<file path="config.mk">
export PLATFORM = sky130hd
export DESIGN_NAME = tmr_timer
export DESIGN_NICKNAME = d
export VERILOG_FILES = /design/src/pkg/tmr_pkg.sv /design/src/logic/tmr_timer.sv
export VERILOG_INCLUDE_DIRS = /design/src /design/src/pkg
export SDC_FILE = /design/constraint.sdc
export NUM_CORES = 1
export LEC_CHECK = 0
export BUFFER_PORTS_ARGS = -buffer_cell sky130_fd_sc_hd__buf_4
export CAP_MARGIN = 0
export CORE_UTILIZATION = 58
export DETAILED_ROUTE_END_ITERATION = 16
export PLACE_DENSITY = 0.86
export SETUP_SLACK_MARGIN = 0.15
export SLEW_MARGIN = 40
export SYNTH_ARGS = -nofsm -noshare
export SYNTH_HDL_FRONTEND = slang
export SYNTH_SLANG_ARGS = --single-unit
</file>
<file path="constraint.sdc">
create_clock -name pclk -period 4.4 [get_ports pclk]
set_input_delay 1.32 -clock pclk [delete_from_list [all_inputs] [get_ports pclk]]
set_output_delay 1.32 -clock pclk [all_outputs]
set_load 0.005 [all_outputs]
</file>
<file path="src/pkg/tmr_consts.svh">
// register offsets, field positions, reset values and timing counts
`ifndef TMR_CONSTS_SVH
`define TMR_CONSTS_SVH
`define TMR_OFF_CONTROL 12'h000
`define TMR_OFF_LOW 12'h004
`define TMR_OFF_HIGH 12'h008
`define TMR_OFF_INTCTL 12'h00c
`define TMR_OFF_SYSCTL 12'h010
`define TMR_BIT_RUN 7
`define TMR_BIT_W8 6
`define TMR_BIT_CS 5
`define TMR_BIT_SE 4
`define TMR_BIT_PSA 3
`define TMR_BIT_IE 5
`define TMR_BIT_IF 2
`define TMR_BIT_SLEEP 0
`define TMR_BIT_POR 1
`define TMR_CONTROL_RST 8'hff
`define TMR_HIGH_RST 8'h00
`define TMR_WRITE_INHIBIT 2'h2
`endif

</file>
<file path="src/pkg/tmr_pkg.sv">
// types of the timer/counter block
package tmr_pkg;
  typedef struct packed {
    logic [11:0] paddr;
    logic psel;
    logic penable;
    logic pwrite;
    logic [31:0] pwdata;
  } tmr_apb_req_t;
  typedef struct packed {
    logic [31:0] prdata;
    logic pready;
    logic pslverr;
  } tmr_apb_rsp_t;
  typedef enum logic {TMR_RUN, TMR_SLEEP} tmr_mode_t;
  typedef struct packed {
    logic [7:0] control;
    logic [7:0] count_low;
    logic [7:0] count_high;
    logic [7:0] count_high_buffer;
    logic [7:0] prescale;
    logic [1:0] inhibit;
    logic overflow_flag;
    logic overflow_irq_enable;
    logic [2:0] ext_sync;
    tmr_mode_t mode;
    logic [31:0] prdata;
    logic por_done;
  } tmr_state_t;
endpackage

</file>
<file path="src/logic/tmr_timer.sv">
// 8/16-bit timer/counter with prescaler and apb register slave
//
// Added by the designer: register access over APB and the register offsets.
`timescale 1ns/1ps
`include "tmr_consts.svh"
// How it works
// RULE1: control bit 7 set lets the counter run, clear freezes it
// RULE2: control bit 6 one gives 8-bit counter, zero gives 16-bit
// RULE3: control bit 5 picks external pin edges or instruction cycles
// RULE4: control bit 4 one counts falling pin edges, zero rising
// RULE5: control bit 3 bypasses prescaler; clear routes source through prescaler
// RULE6: prescale field n divides by two to the power n plus one
// RULE7: control register resets to all ones
// RULE8: internal mode without prescaler counts every cycle
// RULE9: after a count write, increments are skipped for two cycles
// RULE10: external pin is synchronised before counting; source obeys timing limits
// RULE11: prescaler is an 8-bit counter software cannot access
// RULE12: count write clears prescaler, assignment bit kept; here only while bit 3 is clear
// RULE13: prescaler assignment may change at any time while running
// RULE14: overflow flag set on wrap FFh to 00h or FFFFh to 0000h
// RULE15: cleared enable masks the irq; software clears flag before re-enable
// RULE16: in sleep the timer stops, so no wake-up from overflow
// RULE17: low byte read copies high count byte into high buffer
// RULE18: low byte write loads high buffer into high count byte together
// RULE19: high buffer resets to zero; low byte kept on non power resets; here every presetn reset zeroes it
// RULE20: in 8-bit mode only the low byte counts and overflows
module tmr_timer (
  input wire logic pclk,
  input wire logic presetn,
  input wire tmr_pkg::tmr_apb_req_t apb_req,
  output tmr_pkg::tmr_apb_rsp_t apb_rsp,
  input wire logic ext_count_input,
  input wire logic sleep_request,
  output logic overflow_irq
);
  import tmr_pkg::*;

  tmr_state_t st;
  tmr_state_t next_st;

  // ---------------------------------------------------------------
  // register decode
  // ---------------------------------------------------------------
  function automatic logic hit(input logic [11:0] a, input logic [11:0] off);
    hit = (a == off);
  endfunction

  logic acc;
  logic wr;
  logic rd_setup;
  logic mapped;
  assign acc = apb_req.psel & apb_req.penable;
  assign wr = acc & apb_req.pwrite;
  // read setup cycle: data fetched here stands through the access phase
  assign rd_setup = apb_req.psel & ~apb_req.penable & ~apb_req.pwrite;
  assign mapped = hit(apb_req.paddr, `TMR_OFF_CONTROL) | hit(apb_req.paddr, `TMR_OFF_LOW) |
                  hit(apb_req.paddr, `TMR_OFF_HIGH) | hit(apb_req.paddr, `TMR_OFF_INTCTL) |
                  hit(apb_req.paddr, `TMR_OFF_SYSCTL);
  assign apb_rsp.pready = 1'b1;
  assign apb_rsp.pslverr = acc & ~mapped;
  assign apb_rsp.prdata = st.prdata;
  assign overflow_irq = st.overflow_flag & st.overflow_irq_enable;

  // ---------------------------------------------------------------
  // counting logic
  // ---------------------------------------------------------------
  logic pin_edge;
  logic src_tick;
  logic [7:0] ps_inc;
  logic ps_tick;
  logic inc;
  logic [15:0] cnt;
  logic [15:0] cnt_inc;
  logic wrap;

  always_comb begin
    next_st = st;
    // edge detect reads only the second and third sync stages
    pin_edge = st.control[`TMR_BIT_SE] ? (st.ext_sync[2] & ~st.ext_sync[1])
                                       : (~st.ext_sync[2] & st.ext_sync[1]);
    // RULE3 source select
    src_tick = st.control[`TMR_BIT_CS] ? pin_edge : 1'b1;
    ps_inc = st.prescale + 8'h01;
    // RULE6 divide ratio
    ps_tick = src_tick & (ps_inc[st.control[2:0]] & ~st.prescale[st.control[2:0]]);
    // RULE1 run gate
    inc = st.control[`TMR_BIT_RUN] && (st.mode == TMR_RUN) && (st.inhibit == 2'h0) &&
          // RULE5 prescaler bypass
          (st.control[`TMR_BIT_PSA] ? src_tick : ps_tick);
    cnt = {st.count_high, st.count_low};
    cnt_inc = cnt + 16'h0001;
    // RULE14 overflow detection
    // RULE20 only low byte in 8-bit mode
    wrap = inc && (st.control[`TMR_BIT_W8] ? (st.count_low == 8'hff) : (cnt == 16'hffff));

    // RULE10 two-stage sync then edge stage
    next_st.ext_sync = {st.ext_sync[1:0], ext_count_input};
    // RULE11 internal prescaler count
    // RULE13 assignment may switch any time
    if (src_tick && st.control[`TMR_BIT_RUN] && st.mode == TMR_RUN) begin
      next_st.prescale = ps_inc;
    end
    if (st.inhibit != 2'h0) begin
      next_st.inhibit = st.inhibit - 2'h1;
    end
    // RULE8 increment each enabled cycle
    if (inc) begin
      if (st.control[`TMR_BIT_W8]) begin
        next_st.count_low = st.count_low + 8'h01;
      end else begin
        next_st.count_low = cnt_inc[7:0];
        next_st.count_high = cnt_inc[15:8];
      end
    end
    // RULE16 sleep stops the timer
    next_st.mode = sleep_request ? TMR_SLEEP : TMR_RUN;
    next_st.por_done = 1'b1;

    if (wr) begin
      if (hit(apb_req.paddr, `TMR_OFF_CONTROL)) begin
        next_st.control = apb_req.pwdata[7:0];
      end
      if (hit(apb_req.paddr, `TMR_OFF_HIGH)) begin
        next_st.count_high_buffer = apb_req.pwdata[7:0];
      end
      if (hit(apb_req.paddr, `TMR_OFF_LOW)) begin
        next_st.count_low = apb_req.pwdata[7:0];
        // RULE18 atomic 16-bit load
        if (!st.control[`TMR_BIT_W8]) begin
          next_st.count_high = st.count_high_buffer;
        end
        // RULE9 two-cycle inhibit
        next_st.inhibit = `TMR_WRITE_INHIBIT;
        // RULE12 prescaler cleared only while bit 3 is clear, assignment kept
        if (!st.control[`TMR_BIT_PSA]) begin
          next_st.prescale = 8'h00;
        end
      end
      if (hit(apb_req.paddr, `TMR_OFF_INTCTL)) begin
        // RULE15 enable gates the irq
        next_st.overflow_irq_enable = apb_req.pwdata[`TMR_BIT_IE];
        next_st.overflow_flag = apb_req.pwdata[`TMR_BIT_IF];
      end
    end
    // set wins over clear
    if (wrap) begin
      next_st.overflow_flag = 1'b1;
    end

    // low byte and high copy taken at one edge, so the 16-bit pair is coherent
    next_st.prdata = 32'h0000_0000;
    if (rd_setup) begin
      if (hit(apb_req.paddr, `TMR_OFF_CONTROL)) begin
        next_st.prdata[7:0] = st.control;
      end
      if (hit(apb_req.paddr, `TMR_OFF_LOW)) begin
        next_st.prdata[7:0] = st.count_low;
        // RULE17 latch high byte on low read
        if (!st.control[`TMR_BIT_W8]) begin
          next_st.count_high_buffer = st.count_high;
        end
      end
      if (hit(apb_req.paddr, `TMR_OFF_HIGH)) begin
        next_st.prdata[7:0] = st.count_high_buffer;
      end
      if (hit(apb_req.paddr, `TMR_OFF_INTCTL)) begin
        next_st.prdata[`TMR_BIT_IE] = st.overflow_irq_enable;
        next_st.prdata[`TMR_BIT_IF] = st.overflow_flag;
      end
      if (hit(apb_req.paddr, `TMR_OFF_SYSCTL)) begin
        next_st.prdata[`TMR_BIT_SLEEP] = (st.mode == TMR_SLEEP);
        next_st.prdata[`TMR_BIT_POR] = st.por_done;
      end
    end
  end

  // ---------------------------------------------------------------
  // state registers
  // ---------------------------------------------------------------
  // RULE7 control resets to all ones
  // RULE19 high buffer resets to zero, low byte zeroed by every presetn reset
  always_ff @(posedge pclk or negedge presetn) begin
    if (!presetn) begin
      st.control <= `TMR_CONTROL_RST;
      st.count_low <= 8'h00;
      st.count_high <= 8'h00;
      st.count_high_buffer <= `TMR_HIGH_RST;
      st.prescale <= 8'h00;
      st.inhibit <= 2'h0;
      st.overflow_flag <= 1'b0;
      st.overflow_irq_enable <= 1'b0;
      st.ext_sync <= 3'h0;
      st.mode <= TMR_RUN;
      st.prdata <= 32'h0000_0000;
      st.por_done <= 1'b0;
    end else begin
      st <= next_st;
    end
  end

endmodule

</file>
==> metrics.txt <==
minimum clock period=3.86 ns; Synth Cell Area=about 3500 µm²; # diodes=0; PostCTS Resize Cnt=0; Detailed Place HPWL=4940 µm; critical path cell sequence=buf_4 -> or4_4 -> nor4_4 -> a21oi_1 -> buf_4; Yosys cell types=55; RSZ-0062 raised after global routing=false; switching share of power=21.4%; hold path start=next_st[35]$_DFF_PN0_; Slowest cell on crit path=or4_4; Synth top area share=35.5%; Routed WL=approximately 7300 µm; CTS tree=yes; Max VDD drop=0.188 mV; std cell rows=27; CP endpoint kind=output pin; GRT Resource Usage Total=around a quarter; reg-to-reg critical path startpoint=st[74]$_DFFE_PN1P_; max cap viols=0; first-pass GRT wire length=about 12000 µm; FF-to-FF setup slack=approximately 1.4 ns; Rel. slew slack=49.5%; Area contributors post-synth=dfrtp_1, buf_4, dfstp_2, mux2i_1, nor2_1; largest stage delay on the critical path=about 0.54 ns; setup bufs post-CTS=0; Gate power share=5.7%; CP top delay family=simple AND/OR/NAND/NOR gates; Mapped Cells=349; Die ar.=roughly 6300 µm²; initial antenna violation count=0; number of synthesized flops with an enable pin=0; Crit path top cell by count=buf_4; reg2reg path depth=7; Data arrival, critical path=~2.5 ns; largest net degree at the start of global routing=between 50 and 60; status=finished, final reports clean; Overflow after GRT=0; nets@finish=about 420; most numerous cell in the Yosys netlist=dfrtp_1; Psw=0.258 mW; Worst Path Required=about 3 ns; clock buffer count from CTS=9; Post-synth top flop=dfrtp_1; initial DRC count=between 200 and 250; DR WL/cell=16.3 µm; Final Cycle Share=87.7%; CP Launch Type=input pin; router iterations before antenna repair=5; cell taking the most area after synthesis=dfrtp_1; PwrDens=~320 nW/µm²; Crit path buffers/inverters=2; Final Hold Viols=0; IO Pins=between 80 and 90; hold path depth=0; crit path kind=input pin to output pin; Slew Viols, Final=0; post-synthesis register bit count=57; FFs w/ async S/R, synth=100%; Post-synth top cells=dfrtp_1, nor2_1, buf_4; IO Port Bufs=36; vias in the first global route=between 2000 and 3000; sequential power share=approximately 44%; routability cong.=just under 0.9; Vias=2648; hold buffers post-CTS=0; Max Fclk=between 0.2 and 0.3 GHz; fraction of layout cells with a size suffix above 1=about 24%; clock latency on the worst-skew pair=roughly 0.35 ns; worst min path class=flip-flop to flip-flop; DR vias/cell=between 5 and 6; Internal Power=0.948 mW; Clock Path Buffers=2; Core Region=approximately 5600 µm²; Starting Density=between 60% and 70%; clock power share=~50%; setup TNS=0 ns; Die Span X=between 70 and 80 µm; CTS root buf=clkbuf_8; peak fanout along the critical path=4; Worst-path clk slew=0.06 ns; Detail Route Antenna Nets=0; Hold Path End=next_st[36]$_DFF_PN0_; worst-margin pin slew=approximately 0.76 ns; Leakage=1.69 nW; Die Y=79.2 µm; DRC Markers=0; H-Tree Depth=3; Mean Syn Cell Area=9.91 µm²; Yosys warnings=0; critical path depth=5; post-layout power=between 1 and 1.5 mW; sequential area share after synthesis=approximately two fifths; area growth from synthesis to layout=10.6%; CTS Sinks=57; Worst Skew=between 0.007 and 0.008 ns; Final setup viols=0
power by group through the flow:
| stage | clock network (mW) | logic, mW | registers (mW) |
|---|---|---|---|
| 3_3_place_gp | 0 | 0.0667 | 0.543 |
| 4_1_cts | 0.613 | 0.0693 | 0.533 |
| 2_1_floorplan | 0 | 0.0480 | 0.541 |
| 3_5_place_dp | 0 | 0.0690 | 0.543 |
| 5_1_grt | 0.639 | 0.0780 | 0.534 |
| 6_report | 0.604 | 0.0691 | 0.534 |
layout make-up:
class,count,area [µm²]
Timing Repair Buffer,39,293
Multi-Input combinational cell,260,1750
Clock inverter,5,103
Inverter,2,7.51
Tap cell,72,90.1
Clock buffer,11,141
Fill cell,422,1820
Sequential cell,57,1440
per-stage QoR:
step	cell area (µm²)	hold slack, ns	util [%]	worst slack [ns]	std cells
after detailed placement	3580	0.339	63.4	0.535	430
after global placement	3570	0.332	63.3	0.557	429
after CTS	3820	0.354	67.8	0.532	446
after global routing	3820	0.360	67.8	0.481	446
after floorplan	3550	0.331	-	0.834	373
final	3820	0.351	67.8	0.541	446
worst max path at each step:
stage	from	end	slack (ns)
finish	apb_req[42]	apb_rsp[0]	0.54
global route	apb_req[42]	apb_rsp[0]	0.48
CTS	apb_req[42]	apb_rsp[0]	0.53
detailed placement	apb_req[42]	apb_rsp[0]	0.54
global placement	apb_req[42]	apb_rsp[0]	0.56
floorplan	apb_req[42]	apb_rsp[0]	0.83
per-layer routing:
metal,share of wire (%),routed length [µm],global-route usage (%)
met5,0,0,0
met4,2.2,158,12.7
met2,47,3460,39.6
met3,8.5,617,7.82
met1,42,3060,33.5
cell families after synthesis:
logic type | after synthesis | share of synthesized area [%]
AND/OR/NAND/NOR | 123 | 19.5
AO/OA/AOI/OAI | 62 | 11.9
flip-flops | 57 | 41.5
buffers and inverters | 56 | 10.6
multiplexers | 34 | 12.3
XOR/XNOR | 13 | 3.29
adder cells (fa/ha/maj) | 2 | 0.724
other | 2 | 0.217
layout by cell type (no fill, tap or decap), drive strengths merged, types with 8 or more instances in the layout:
cell type,synthesis,routed
mux2,14,14
nand2,18,18
buf,41,39
dfstp,8,8
nor2,39,39
mux2i,17,17
conb,2,26
dfrtp,49,49
clkbuf,13,11
nand3,10,10
a21oi,29,29
o22a,12,12
nand4,15,15
Note: power is estimated with default switching activity, not from simulation.
